`config.mk`:
```
export PLATFORM = sky130hd
export DESIGN_NAME = dpb_master
export DESIGN_NICKNAME = d
export VERILOG_FILES = /design/src/include/dpb_pkg.sv /design/src/core/dpb_master.sv
export SDC_FILE = /design/constraint.sdc
export NUM_CORES = 1
export LEC_CHECK = 0
export BUFFER_PORTS_ARGS = -buffer_cell sky130_fd_sc_hd__buf_2
export CAP_MARGIN = 20
export CORE_MARGIN = 5
export CORE_UTILIZATION = 30
export CTS_BUF_LIST = sky130_fd_sc_hd__clkbuf_4 sky130_fd_sc_hd__clkbuf_8
export DETAILED_ROUTE_END_ITERATION = 8
export GPL_ROUTABILITY_DRIVEN = 0
export PLACE_DENSITY = 0.59
export SYNTH_ARGS = -nofsm -noshare
export SYNTH_HDL_FRONTEND = slang
export SYNTH_SLANG_ARGS = --single-unit
```
`constraint.sdc`:
```
create_clock -name CLK -period 5.07 [get_ports CLK]
set_input_delay 1.014 -clock CLK [delete_from_list [all_inputs] [get_ports CLK]]
set_output_delay 1.014 -clock CLK [all_outputs]
set_load 0.03 [all_outputs]
```
`src/include/dpb_pkg.sv`:
```
`default_nettype none
package dpb_pkg;

  // Bus clock period in picoseconds (40 MHz)
  localparam int CLK_PERIOD_PS = 25000;

  // Strobe timing minima in ns
  localparam int STORE_LOW_MIN_NS = 50;
  localparam int STORE_HIGH_MIN_NS = 50;
  localparam int STORE_CYCLE_MIN_NS = 100;
  localparam int FETCH_LOW_MIN_NS = 150;
  localparam int FETCH_HIGH_MIN_NS = 150;
  localparam int FETCH_CYCLE_MIN_NS = 300;
  // Write data setup before the rising store edge, in ns
  localparam int STORE_SETUP_MIN_NS = 25;
  // Panel init strobe low time in ns (plain default)
  localparam int INIT_LOW_NS = 10000;

  // Least-time rounding: round up, never below one cycle
  function automatic int ns_to_cyc(input int ns);
    int c;
    c = (ns * 1000 + CLK_PERIOD_PS - 1) / CLK_PERIOD_PS;
    return (c < 1) ? 1 : c;
  endfunction

  // Phase counts in cycles
  localparam int STORE_LOW_CYC = ns_to_cyc(STORE_LOW_MIN_NS);
  localparam int STORE_HIGH_CYC =
    (ns_to_cyc(STORE_HIGH_MIN_NS) + STORE_LOW_CYC
     < ns_to_cyc(STORE_CYCLE_MIN_NS)) ?
    ns_to_cyc(STORE_CYCLE_MIN_NS) - STORE_LOW_CYC :
    ns_to_cyc(STORE_HIGH_MIN_NS);
  localparam int FETCH_LOW_CYC = ns_to_cyc(FETCH_LOW_MIN_NS);
  localparam int FETCH_HIGH_CYC =
    (ns_to_cyc(FETCH_HIGH_MIN_NS) + FETCH_LOW_CYC
     < ns_to_cyc(FETCH_CYCLE_MIN_NS)) ?
    ns_to_cyc(FETCH_CYCLE_MIN_NS) - FETCH_LOW_CYC :
    ns_to_cyc(FETCH_HIGH_MIN_NS);
  localparam int INIT_LOW_CYC = ns_to_cyc(INIT_LOW_NS);

  // Counter width and reset values
  localparam int CNT_W = 16;
  localparam logic [15:0] DATA_RST = 16'h0000;

  // Access request as issued by the user side
  typedef struct packed {
    logic rd;
    logic reg_sel;
    logic [15:0] wdata;
  } dpb_req_t;

  // Panel data pin pair: out and enable
  typedef struct packed {
    logic [15:0] out;
    logic [15:0] oe;
  } dpb_pin_t;

endpackage

`default_nettype wire

```
`src/core/dpb_master.sv`:
```
`timescale 1ns/1ps
`default_nettype none

// Notes on behaviour
// - One 16-bit two-way bus for all data
// - Select low for whole access, else high
// - Register select low index, high data
// - Store strobe pulses low with word driven
// - Fetch strobe pulses low, panel returns word
// - Init strobe pulses low to reset panel
// - Boost supply enable follows user control
// - Store phases 50 ns, cycle 100 ns
// - Fetch phases 150 ns, cycle 300 ns
module dpb_master
  import dpb_pkg::*;
#(
  parameter int DW = 16 // Panel data width
) (
  input wire logic CLK, // 40 MHz clock
  input wire logic RST, // Sync reset, high
  input wire logic REQ_VALID, // Access request
  input wire dpb_req_t REQ, // Request fields
  output logic REQ_READY, // Idle, request taken
  output logic [DW-1:0] RDATA, // Last word fetched
  output logic RDATA_VALID, // Fetch done pulse
  input wire logic INIT_START, // Start panel init pulse
  input wire logic BOOST_EN, // Boost supply request
  output logic boost_supply_on, // Boost supply pin
  output logic panel_init_strobe_n, // Panel reset pin
  output logic PANEL_SEL_N, // Panel select pin
  output logic register_select, // Register select pin
  output logic STORE_N, // Write strobe pin
  output logic FETCH_N, // Read strobe pin
  input wire logic [DW-1:0] PANEL_DATA_I, // Data bus in
  output logic [DW-1:0] PANEL_DATA_O, // Data bus out
  output logic [DW-1:0] PANEL_DATA_OE // Data bus enable
);

  ////////////////////////////////////////////////////////////////////
  // Declarations
  // Sequencer, counter and bus drive state

  // Sequencer states, one per strobe phase
  typedef enum logic [2:0] {
    ST_IDLE, // Waiting, select high
    ST_WLOW, // Store strobe low
    ST_WHIGH, // Store strobe high
    ST_RLOW, // Fetch strobe low
    ST_RHIGH, // Fetch strobe high
    ST_INIT // Panel init pulse low
  } dpb_state_t;

  dpb_state_t state_reg; // Access sequencer state
  logic [CNT_W-1:0] cnt_reg; // Phase cycle counter
  logic [DW-1:0] wdata_reg; // Word being stored
  logic drive_reg; // Bus drive enable
  logic last; // Current phase ends
  // Phase lengths come from the package
  // Store 2 + 2, fetch 6 + 6 cycles at 40 MHz

  // Count reaching a phase length
  // Counter starts at zero, so last count is n - 1
  function automatic logic phase_done(input logic [CNT_W-1:0] c,
                                      input int n);
    return c == CNT_W'(n - 1);
  endfunction

  ////////////////////////////////////////////////////////////////////
  // Sequencer

  // Phase end decode
  // High on the last cycle of a timed phase
  // Never high while idle
  always_comb begin
    case (state_reg)
      // Store phases
      ST_WLOW: last = phase_done(cnt_reg, STORE_LOW_CYC);
      ST_WHIGH: last = phase_done(cnt_reg, STORE_HIGH_CYC);
      // Fetch phases
      ST_RLOW: last = phase_done(cnt_reg, FETCH_LOW_CYC);
      ST_RHIGH: last = phase_done(cnt_reg, FETCH_HIGH_CYC);
      // Init pulse
      ST_INIT: last = phase_done(cnt_reg, INIT_LOW_CYC);
      // Idle has no timed phase
      default: last = 1'b0;
    endcase
  end

  // Ready only when idle, init not pending
  // A pending init holds off new accesses
  assign REQ_READY = (state_reg == ST_IDLE) && !INIT_START;

  // State and phase counter
  // Counter clears at phase end and in idle
  always_ff @(posedge CLK) begin
    if (RST) begin
      state_reg <= ST_IDLE;
      cnt_reg <= '0;
    end else begin
      // Count cycles within the phase
      cnt_reg <= last ? '0 :
                 (state_reg == ST_IDLE) ? '0 : cnt_reg + 1'b1;
      case (state_reg)
        ST_IDLE: begin
          // Init has priority over accesses
          if (INIT_START) begin
            state_reg <= ST_INIT;
          end else if (REQ_VALID) begin
            // Direction from the request
            state_reg <= REQ.rd ? ST_RLOW : ST_WLOW;
          end
        end
        ST_WLOW: if (last) state_reg <= ST_WHIGH;
        ST_WHIGH: if (last) state_reg <= ST_IDLE;
        ST_RLOW: if (last) state_reg <= ST_RHIGH;
        ST_RHIGH: if (last) state_reg <= ST_IDLE;
        // Back to idle after the init pulse
        ST_INIT: if (last) state_reg <= ST_IDLE;
        // Unused codes fall back to idle
        default: state_reg <= ST_IDLE;
      endcase
    end
  end

  ////////////////////////////////////////////////////////////////////
  // Pin control
  //
  // Write: select and store low together, word driven
  // Store rises after its low phase, select after high
  // Read: select and fetch low, bus released
  // Word taken on the last fetch-low cycle
  // Select high for one idle cycle between accesses
  // That idle cycle also parts store drive from fetch

  // Select, register select and strobes from state
  // Every pin from a flip-flop, so no glitches
  always_ff @(posedge CLK) begin
    if (RST) begin
      // All strobes and select released
      PANEL_SEL_N <= 1'b1;
      register_select <= 1'b1;
      STORE_N <= 1'b1;
      FETCH_N <= 1'b1;
      panel_init_strobe_n <= 1'b1;
    end else begin
      // Access taken this cycle
      if (state_reg == ST_IDLE && !INIT_START && REQ_VALID) begin
        PANEL_SEL_N <= 1'b0;
        register_select <= REQ.reg_sel;
        STORE_N <= REQ.rd;
        FETCH_N <= !REQ.rd;
      end else if (last) begin
        // Strobes rise at every phase end
        STORE_N <= 1'b1;
        FETCH_N <= 1'b1;
        if (state_reg == ST_WHIGH || state_reg == ST_RHIGH)
          PANEL_SEL_N <= 1'b1;
      end
      // Init pulse starts from idle only
      // init strobe low pulse
      if (state_reg == ST_IDLE && INIT_START)
        panel_init_strobe_n <= 1'b0;
      else if (state_reg == ST_INIT && last)
        panel_init_strobe_n <= 1'b1;
    end
  end

  // Data drive for writes only
  // Word latched at take, held to cycle end
  always_ff @(posedge CLK) begin
    if (RST) begin
      // Bus released in reset
      wdata_reg <= DATA_RST;
      drive_reg <= 1'b0;
    end else if (state_reg == ST_IDLE && !INIT_START && REQ_VALID) begin
      wdata_reg <= REQ.wdata;
      drive_reg <= !REQ.rd;
    end else if (state_reg == ST_WHIGH && last) begin
      // Released with select at write end
      drive_reg <= 1'b0;
    end
  end

  // Out and enable straight from flip-flops
  // one shared bus, driven on writes
  assign PANEL_DATA_O = wdata_reg;
  assign PANEL_DATA_OE = {DW{drive_reg}};

  // Capture panel word at end of fetch low
  // Panel word still stands before the strobe rises
  always_ff @(posedge CLK) begin
    if (RST) begin
      RDATA <= DATA_RST;
      RDATA_VALID <= 1'b0;
    end else begin
      // One valid pulse per read
      // capture at strobe rise
      RDATA_VALID <= (state_reg == ST_RLOW) && last;
      if (state_reg == ST_RLOW && last)
        RDATA <= PANEL_DATA_I;
    end
  end

  // Follows the user request one cycle late
  // boost supply enable
  always_ff @(posedge CLK) begin
    if (RST)
      boost_supply_on <= 1'b0;
    else
      boost_supply_on <= BOOST_EN;
  end

endmodule // dpb_master

`default_nettype wire

```
==> flow_summary.html, run 1 <==
<table>
<tr><th>Metric</th><th>Value</th></tr>
<tr><th colspan="2">Global routing</th></tr>
<tr><td>Antenna violations before repair</td><td>0</td></tr>
<tr><td>Maximum number of pins on one net before global-route repair</td><td>48</td></tr>
<tr><td>Vias in the first global route</td><td>2217</td></tr>
<tr><td>Overflow after GRT</td><td>0</td></tr>
<tr><td>Global routing usage summed across all routing layers</td><td>11.7%</td></tr>
<tr><td>Global-route wire length before repair</td><td>10500 um</td></tr>
<tr><th colspan="2">Synthesis</th></tr>
<tr><td>Arithmetic-cell share of the synthesized area counting full adders, half adders and majority gates</td><td>0.467%</td></tr>
<tr><td>Fraction of the mapped netlist area in simple logic gates</td><td>26.2%</td></tr>
<tr><td>Dominant cells by area after synthesis</td><td>dfxtp_1, mux2i_1, nand2_1</td></tr>
<tr><td>Combinational family with the most area after synthesis</td><td>simple AND/OR/NAND/NOR gates</td></tr>
<tr><td>Average instance area after synthesis</td><td>9.14 um^2</td></tr>
<tr><td>Area of the mapped netlist</td><td>0.00268 mm^2</td></tr>
<tr><td>Synthesized netlist net count</td><td>333</td></tr>
<tr><td>Syn Inst Count</td><td>293</td></tr>
<tr><td>Portion of netlist area occupied by mux cells</td><td>6.40%</td></tr>
<tr><td>Number of distinct standard cells referenced by the synthesized netlist</td><td>49</td></tr>
<tr><td>Xor-xnor portion of the synthesized cell area</td><td>4.58%</td></tr>
<tr><td>FF+latch count, synth</td><td>59</td></tr>
<tr><td>Sequential area share after synthesis</td><td>44.1%</td></tr>
<tr><td>Share of the synthesized area in compound gates (AO/OA/AOI/OAI)</td><td>9.48%</td></tr>
<tr><td>Largest area contributor in the synthesized netlist</td><td>dfxtp_1</td></tr>
<tr><td>Syn. warnings</td><td>0</td></tr>
<tr><td>Synth top area share</td><td>44.1%</td></tr>
<tr><th colspan="2">STA</th></tr>
<tr><td>Post-Route Skew</td><td>0.00957 ns</td></tr>
<tr><td>Achievable Freq</td><td>367 MHz</td></tr>
<tr><td>Final worst hold slack</td><td>0.455 ns</td></tr>
<tr><td>Count of final hold-check violations</td><td>0</td></tr>
<tr><td>Worst Setup Slack, final</td><td>2.35 ns</td></tr>
<tr><td>Tightest Pin Transition</td><td>0.850 ns</td></tr>
<tr><td>Max_slew headroom</td><td>43.3%</td></tr>
<tr><td>Final worst path period share</td><td>53.7%</td></tr>
<tr><td>Unrepaired setup endpoints after global routing</td><td>no</td></tr>
<tr><td>Slew Limit Fails</td><td>0</td></tr>
<tr><td>Number of failing setup endpoints in the final timing report</td><td>0</td></tr>
<tr><td>Min Tclk post-route</td><td>2.72 ns</td></tr>
<tr><td>Aggregate negative setup slack</td><td>0 ns</td></tr>
<tr><th colspan="2">CTS</th></tr>
<tr><td>Number of sinks handled by clock tree synthesis</td><td>59</td></tr>
<tr><td>Post-cts resize count</td><td>0</td></tr>
<tr><td>Clock insertion delay at the later pin of the skew report</td><td>0.33 ns</td></tr>
<tr><td>Root buffer cell</td><td>clkbuf_8</td></tr>
<tr><td>Post-CTS Hold Buffers</td><td>0</td></tr>
<tr><td>Number of buffers added for setup after CTS</td><td>0</td></tr>
<tr><td>Max Root-Sink Buffers</td><td>2</td></tr>
<tr><td>Total CTS buffers</td><td>9</td></tr>
<tr><td>CTS tree</td><td>done</td></tr>
<tr><td>H-tree lvl count</td><td>3</td></tr>
<tr><td>Clock transition at the register clock pins on the worst setup and hold paths after CTS</td><td>0.07 ns</td></tr>
<tr><th colspan="2">Worst setup path</th></tr>
<tr><td>Data arrival at the endpoint of the critical path</td><td>1.71 ns</td></tr>
<tr><td>Crit Path Max Fanout</td><td>4</td></tr>
<tr><td>Type of the worst setup path</td><td>in -&gt; out</td></tr>
<tr><td>Crit. End Element</td><td>output pin</td></tr>
<tr><td>Data required time at the worst endpoint</td><td>4.06 ns</td></tr>
<tr><td>Worst setup SP type</td><td>primary input</td></tr>
<tr><th colspan="2">Route</th></tr>
<tr><td>Via count normalized by instance count</td><td>4.72</td></tr>
<tr><td>Detailed-route via count</td><td>2272</td></tr>
<tr><td>Antenna violation net count after detailed routing</td><td>0</td></tr>
<tr><td>Wirelength, routed</td><td>6190 um</td></tr>
<tr><td>Average wire per standard cell</td><td>12.9 um</td></tr>
<tr><td>Number of DRC markers after the initial detailed-route iteration</td><td>65</td></tr>
<tr><td>Count of TritonRoute iterations in the first routing pass</td><td>4</td></tr>
<tr><td>Remaining design rule violation count</td><td>0</td></tr>
<tr><th colspan="2">Layout</th></tr>
<tr><td>Total non-filler cell area in the finished layout</td><td>0.00329 mm^2</td></tr>
<tr><td>Layout Area Growth over Synthesis</td><td>22.9%</td></tr>
<tr><td>Highest-count cells in the layout ignoring fill and taps</td><td>buf_2, dfxtp_1, nand2_1, a21oi_1, nor2_1</td></tr>
<tr><td>Final cell count without fillers</td><td>481</td></tr>
<tr><td>Number of nets at the end of the flow</td><td>408</td></tr>
<tr><td>Diode count</td><td>0</td></tr>
<tr><td>Util after Layout</td><td>37.8%</td></tr>
<tr><td>Most frequent standard cell in the layout excluding fill and tap cells</td><td>buf_2</td></tr>
<tr><td>Layout cell share with drive strength beyond 1</td><td>34.0%</td></tr>
<tr><th colspan="2">Floorplan</th></tr>
<tr><td>Placement Rows</td><td>34</td></tr>
<tr><td>Effective utilization at floorplan</td><td>30.7%</td></tr>
<tr><td>Die boundary width</td><td>104 um</td></tr>
<tr><td>Area of the die</td><td>0.0109 mm^2</td></tr>
<tr><td>Core outline area</td><td>0.00872 mm^2</td></tr>
<tr><td>Die height</td><td>104 um</td></tr>
<tr><td>Number of I/O pins</td><td>95</td></tr>
<tr><th colspan="2">Place</th></tr>
<tr><td>Sum of net half-perimeters after detailed placement</td><td>4380 um</td></tr>
<tr><td>Placed instance count</td><td>464</td></tr>
<tr><td>Instance area at placement</td><td>0.00307 mm^2</td></tr>
<tr><td>Worst setup slack before clock tree synthesis</td><td>2.35 ns</td></tr>
<tr><td>Total of buffers placed on input and output ports</td><td>94</td></tr>
<tr><th colspan="2">Power and ir drop</th></tr>
<tr><td>Total power consumption of the routed design</td><td>1.46 mW</td></tr>
<tr><td>Power per unit of standard cell area</td><td>442 mW/mm^2</td></tr>
<tr><td>Leakage</td><td>1.38 nW</td></tr>
<tr><td>Worst IR drop on VDD</td><td>0.219 mV</td></tr>
<tr><th colspan="2">Worst hold path</th></tr>
<tr><td>Hold Path Class</td><td>reg -&gt; reg</td></tr>
<tr><th colspan="2">Flow run</th></tr>
<tr><td>Number of max-cap violations</td><td>0</td></tr>
<tr><th colspan="2">Status</th></tr>
<tr><td>Run status</td><td>finished clean</td></tr>
</table>
## where the power goes
part | switching (mW) | internal [mW]
clock | 0.193 | 0.255
combinational | 0.292 | 0.151
sequential | 0.0567 | 0.507
## final cells by class
cell class	instances	area, um^2
multi-input combinational	198	1260
sequential	59	1180
timing repair buffer	97	493
clock inverter	5	60.1
inverter	3	11.3
fill	910	5430
tap	108	135
clock buffer	11	151
## logic make-up (layout without fill, tap and decap cells)
| logic type | count (synthesis) | count (layout) |
|---|---|---|
| compound gates | 38 | 38 |
| xor+xnor | 14 | 14 |
| buf+inv | 36 | 116 |
| simple gates | 128 | 128 |
| fa+ha+maj | 1 | 1 |
| flops | 59 | 59 |
| mux | 17 | 17 |
## final timing paths
kind,cells after the start,slack (ns),end,from
max,3,2.35,REQ_READY,INIT_START
min,2,0.45,PANEL_DATA_O[11]$_SDFFE_PP0P_,PANEL_DATA_O[11]$_SDFFE_PP0P_
max reg2reg,6,2.90,RDATA[8]$_SDFFE_PP0P_,cnt_reg[13]$_SDFF_PP0_
min reg2reg,2,0.45,PANEL_DATA_O[11]$_SDFFE_PP0P_,PANEL_DATA_O[11]$_SDFFE_PP0P_
## synthesized netlist by cell type, drive strengths merged
| library cell | n |
|---|---|
| and3b | 3 |
| nand2b | 3 |
| or2b | 1 |
| dlygate4sd1 | 1 |
| a2bb2o | 1 |
| nor2 | 21 |
| buf | 23 |
| a21oi | 25 |
| and2b | 1 |
| nand3 | 6 |
| nor4b | 2 |
| nand3b | 1 |
| a2111oi | 1 |
| and4 | 4 |
| a21o | 3 |
| a31oi | 2 |
| o21ai | 4 |
| nand4 | 11 |
| o311ai | 1 |
| xnor2 | 4 |
| nor3 | 20 |
| dfxtp | 59 |
| ha | 1 |
| dlygate4sd3 | 1 |
| and2 | 4 |
| mux2i | 16 |
| nor2b | 1 |
| nand2 | 42 |
| clkbuf | 8 |
| nor3b | 2 |
| xor2 | 10 |
| mux2 | 1 |
| o31ai | 1 |
| nor4 | 3 |
| and3 | 3 |
| inv | 3 |
## per-layer routing
layer,up-vias,part of all wire (%),GRT usage [%]
li1,1150,-,-
met1,1045,44,14.5
met2,70,45,17.8
met3,7,8.6,4.84
met4,0,1.6,4.72
met5,-,0,0
## critical path, cell delays in order
cell and delay [ns]:
buf_2 0.12, nor4_1 0.29, buf_2 0.28
(Power assumes the default switching activity.)
==> run 2: changes to the inputs <==
--- a/config.mk
+++ b/config.mk
@@ -5,6 +5,7 @@
 export SDC_FILE = /design/constraint.sdc
 export NUM_CORES = 1
 export LEC_CHECK = 0
+export ABC_AREA = 1
 export BUFFER_PORTS_ARGS = -buffer_cell sky130_fd_sc_hd__buf_2
 export CAP_MARGIN = 20
 export CORE_MARGIN = 5
@@ -12,7 +13,7 @@
 export CTS_BUF_LIST = sky130_fd_sc_hd__clkbuf_4 sky130_fd_sc_hd__clkbuf_8
 export DETAILED_ROUTE_END_ITERATION = 8
 export GPL_ROUTABILITY_DRIVEN = 0
-export PLACE_DENSITY = 0.59
+export PLACE_DENSITY = 0.6
 export SYNTH_ARGS = -nofsm -noshare
 export SYNTH_HDL_FRONTEND = slang
 export SYNTH_SLANG_ARGS = --single-unit
==> constraint.sdc (replaced) <==
create_clock -name CLK -period 2.3 [get_ports CLK]
set_input_delay 0.46 -clock CLK [delete_from_list [all_inputs] [get_ports CLK]]
set_output_delay 0.46 -clock CLK [all_outputs]
set_load 0.03 [all_outputs]
==> flow_summary.html, run 2 <==
<table>
<tr><th>Metric</th><th>Value</th></tr>
<tr><th colspan="2">Status</th></tr>
<tr><td>Run status</td><td>finished clean</td></tr>
<tr><th colspan="2">CTS</th></tr>
<tr><td>H-tree lvl count</td><td>3</td></tr>
<tr><td>Total CTS buffers</td><td>9</td></tr>
<tr><td>Number of sinks handled by clock tree synthesis</td><td>59</td></tr>
<tr><td>CTS tree</td><td>done</td></tr>
<tr><td>Clock transition at the register clock pins on the worst setup and hold paths after CTS</td><td>0.06 ns</td></tr>
<tr><td>Root buffer cell</td><td>clkbuf_8</td></tr>
<tr><td>Post-CTS Hold Buffers</td><td>0</td></tr>
<tr><td>Max Root-Sink Buffers</td><td>2</td></tr>
<tr><td>Number of buffers added for setup after CTS</td><td>0</td></tr>
<tr><td>Post-cts resize count</td><td>0</td></tr>
<tr><td>Clock insertion delay at the later pin of the skew report</td><td>0.33 ns</td></tr>
<tr><th colspan="2">Global routing</th></tr>
<tr><td>Global routing usage summed across all routing layers</td><td>11.9%</td></tr>
<tr><td>Met2 routing resource usage after global routing</td><td>18.3%</td></tr>
<tr><td>Met1 track utilization from global routing</td><td>15.2%</td></tr>
<tr><td>Grt peak-use layer</td><td>met2</td></tr>
<tr><td>Met3 capacity usage during global routing</td><td>3.07%</td></tr>
<tr><td>Global-route wire length before repair</td><td>11000 um</td></tr>
<tr><td>Vias in the first global route</td><td>2488</td></tr>
<tr><td>Overflow after GRT</td><td>0</td></tr>
<tr><td>Maximum number of pins on one net before global-route repair</td><td>26</td></tr>
<tr><td>Antenna violations before repair</td><td>0</td></tr>
<tr><th colspan="2">Synthesis</th></tr>
<tr><td>Dominant cells by area after synthesis</td><td>dfxtp_1, nand2_1, nor2_1</td></tr>
<tr><td>Most frequent cell after synthesis</td><td>nand2_1</td></tr>
<tr><td>Sequential area share after synthesis</td><td>42.0%</td></tr>
<tr><td>Largest area contributor in the synthesized netlist</td><td>dfxtp_1</td></tr>
<tr><td>Number of distinct standard cells referenced by the synthesized netlist</td><td>29</td></tr>
<tr><td>Most frequent cells after synthesis</td><td>nand2_1, nor2_1, dfxtp_1</td></tr>
<tr><td>Fraction of registers with async set or reset after synthesis</td><td>0%</td></tr>
<tr><td>Synth top area share</td><td>42.0%</td></tr>
<tr><td>Syn. warnings</td><td>0</td></tr>
<tr><td>Area of the mapped netlist</td><td>0.00281 mm^2</td></tr>
<tr><td>FF+latch count, synth</td><td>59</td></tr>
<tr><td>Dominant synthesized flop cell</td><td>dfxtp_1</td></tr>
<tr><td>Synthesized netlist net count</td><td>446</td></tr>
<tr><td>EDFF count, synth</td><td>0</td></tr>
<tr><td>Average instance area after synthesis</td><td>6.93 um^2</td></tr>
<tr><td>Syn Inst Count</td><td>406</td></tr>
<tr><th colspan="2">Floorplan</th></tr>
<tr><td>Placement Rows</td><td>35</td></tr>
<tr><td>Effective utilization at floorplan</td><td>30.6%</td></tr>
<tr><td>Number of I/O pins</td><td>95</td></tr>
<tr><td>Core outline area</td><td>0.00920 mm^2</td></tr>
<tr><td>Die boundary width</td><td>107 um</td></tr>
<tr><td>Area of the die</td><td>0.0114 mm^2</td></tr>
<tr><td>Die height</td><td>107 um</td></tr>
<tr><th colspan="2">Layout</th></tr>
<tr><td>Diode count</td><td>0</td></tr>
<tr><td>Number of nets at the end of the flow</td><td>524</td></tr>
<tr><td>Total non-filler cell area in the finished layout</td><td>0.00342 mm^2</td></tr>
<tr><td>Layout cell share with drive strength beyond 1</td><td>27.2%</td></tr>
<tr><td>Most frequent standard cell in the layout excluding fill and tap cells</td><td>nand2_1</td></tr>
<tr><td>Highest-count cells in the layout ignoring fill and taps</td><td>nand2_1, buf_2, nor2_1, dfxtp_1, inv_1</td></tr>
<tr><td>Util after Layout</td><td>37.2%</td></tr>
<tr><td>Layout Area Growth over Synthesis</td><td>21.8%</td></tr>
<tr><td>Fillcell total</td><td>1006</td></tr>
<tr><th colspan="2">Route</th></tr>
<tr><td>Wirelength, routed</td><td>6500 um</td></tr>
<tr><td>Average wire per standard cell</td><td>10.8 um</td></tr>
<tr><td>Number of DRC markers after the initial detailed-route iteration</td><td>112</td></tr>
<tr><td>Detailed-route via count</td><td>2593</td></tr>
<tr><td>Via count normalized by instance count</td><td>4.32</td></tr>
<tr><td>Remaining design rule violation count</td><td>0</td></tr>
<tr><td>Count of TritonRoute iterations in the first routing pass</td><td>4</td></tr>
<tr><td>Antenna violation net count after detailed routing</td><td>0</td></tr>
<tr><th colspan="2">Worst setup path</th></tr>
<tr><td>Cells traversed along the worst timing path</td><td>inv_2, nor2_2, nor2_2, inv_2, nand2_2, nor2_4, nand3_2, nor2_1, nor2_1</td></tr>
<tr><td>Worst setup SP type</td><td>flip-flop</td></tr>
<tr><td>Data arrival at the endpoint of the critical path</td><td>2.15 ns</td></tr>
<tr><td>Data required time at the worst endpoint</td><td>2.52 ns</td></tr>
<tr><td>Crit. End Element</td><td>flip-flop</td></tr>
<tr><td>Crit Path Max Fanout</td><td>22</td></tr>
<tr><td>Crit-path slowest cell</td><td>dfxtp_1</td></tr>
<tr><td>Largest incremental delay on the critical path</td><td>0.47 ns</td></tr>
<tr><td>Type of the worst setup path</td><td>reg -&gt; reg</td></tr>
<tr><th colspan="2">STA</th></tr>
<tr><td>Final worst path period share</td><td>83.9%</td></tr>
<tr><td>Achievable Freq</td><td>518 MHz</td></tr>
<tr><td>Tightest Pin Transition</td><td>0.455 ns</td></tr>
<tr><td>Max_slew headroom</td><td>69.7%</td></tr>
<tr><td>Post-Route Skew</td><td>0.0108 ns</td></tr>
<tr><td>Worst Setup Slack, final</td><td>0.369 ns</td></tr>
<tr><td>Number of failing setup endpoints in the final timing report</td><td>0</td></tr>
<tr><td>Count of final hold-check violations</td><td>0</td></tr>
<tr><td>Min Tclk post-route</td><td>1.93 ns</td></tr>
<tr><td>Unrepaired setup endpoints after global routing</td><td>no</td></tr>
<tr><td>Slew Limit Fails</td><td>0</td></tr>
<tr><td>Aggregate negative setup slack</td><td>0 ns</td></tr>
<tr><th colspan="2">Power and ir drop</th></tr>
<tr><td>Worst IR drop on VDD</td><td>0.388 mV</td></tr>
<tr><td>Power per unit of standard cell area</td><td>912 mW/mm^2</td></tr>
<tr><td>Leakage</td><td>1.74 nW</td></tr>
<tr><th colspan="2">Worst hold path</th></tr>
<tr><td>Hold Path Class</td><td>in -&gt; reg</td></tr>
<tr><th colspan="2">Place</th></tr>
<tr><td>Instance area at placement</td><td>0.00324 mm^2</td></tr>
<tr><td>Worst setup slack before clock tree synthesis</td><td>0.377 ns</td></tr>
<tr><td>Sum of net half-perimeters after detailed placement</td><td>4930 um</td></tr>
<tr><td>Total of buffers placed on input and output ports</td><td>94</td></tr>
<tr><th colspan="2">Flow run</th></tr>
<tr><td>Number of max-cap violations</td><td>0</td></tr>
</table>
## run 2: cell count changes after synthesis, moves of 4 or more
cell     before  now
nand4_1      10   15
inv_2         0    6
nand3_1       6   12
nor2_1       21   60
and2_1        4    0
mux2i_1      16    0
inv_1         3   56
nand2_1      42  104
nor3_1       19    5
nand3_2       0    4
## run 2: final timing paths
check | startpoint | endpoint | slack [ns] | cells after the start
worst min register to register | cnt_reg[0]$_SDFF_PP0_ | cnt_reg[0]$_SDFF_PP0_ | 0.46 | 1
worst max register to register | state_reg[0]$_SDFFE_PP0P_ | RDATA[8]$_SDFFE_PP0P_ | 0.37 | 9
worst min-delay path | BOOST_EN | boost_supply_on$_SDFF_PP0_ | 0.33 | 3
worst max-delay path | state_reg[0]$_SDFFE_PP0P_ | RDATA[8]$_SDFFE_PP0P_ | 0.37 | 9
## run 2: logic make-up (layout without fill, tap and decap cells)
family,after synthesis,after routing,share of synthesized area [%]
adder cells (fa/ha/maj),1,1,0.445
buffers and inverters,93,176,15.7
flip-flops,59,59,42.0
AO/OA/AOI/OAI,30,30,5.47
XOR/XNOR,10,10,3.11
AND/OR/NAND/NOR,213,213,33.3
## run 2: worst max-delay path: cells and delay by family (launching register included)
family	cells	cell delay [ns]
AND/OR/NAND/NOR	7	1.20
flip-flops	1	0.47
buffers and inverters	2	0.16
## run 2: metal layers
layer  share of wire [%]  wire (um)  up-vias
met5                   0          0        -
met4                 1.8        117        0
met2                  43       2800       83
met3                 8.5        550        9
met1                  47       3030     1122
li1                    -          -     1379
## run 2: final cells by class
cell class | count | area [um^2] | share of cell area [%]
Timing Repair Buffer | 97 | 493 | 14.4
Inverter | 63 | 236 | 6.91
Tap cell | 111 | 139 | 4.06
Sequential cell | 59 | 1180 | 34.5
Clock buffer | 14 | 174 | 5.08
Multi-Input combinational cell | 254 | 1190 | 34.8
Clock inverter | 2 | 10.0 | 0.292
## run 2: report_power, final
part / leakage (nW) / total (mW) / switching, mW / internal, mW
Clock: 0.101 / 0.872 / 0.389 / 0.483
Combinational: 1.16 / 1.05 / 0.739 / 0.312
Sequential: 0.479 / 1.20 / 0.0869 / 1.11
## run 2: stage by stage
step / cells / total power, mW / hold WS, ns
after floorplan: 406 / 2.09 / 0.430
after global placement: 584 / 2.27 / 0.449
after detailed placement: 584 / 2.28 / 0.452
after CTS: 600 / 3.16 / 0.314
after global routing: 600 / 3.36 / 0.328
final: 600 / 3.12 / 0.332
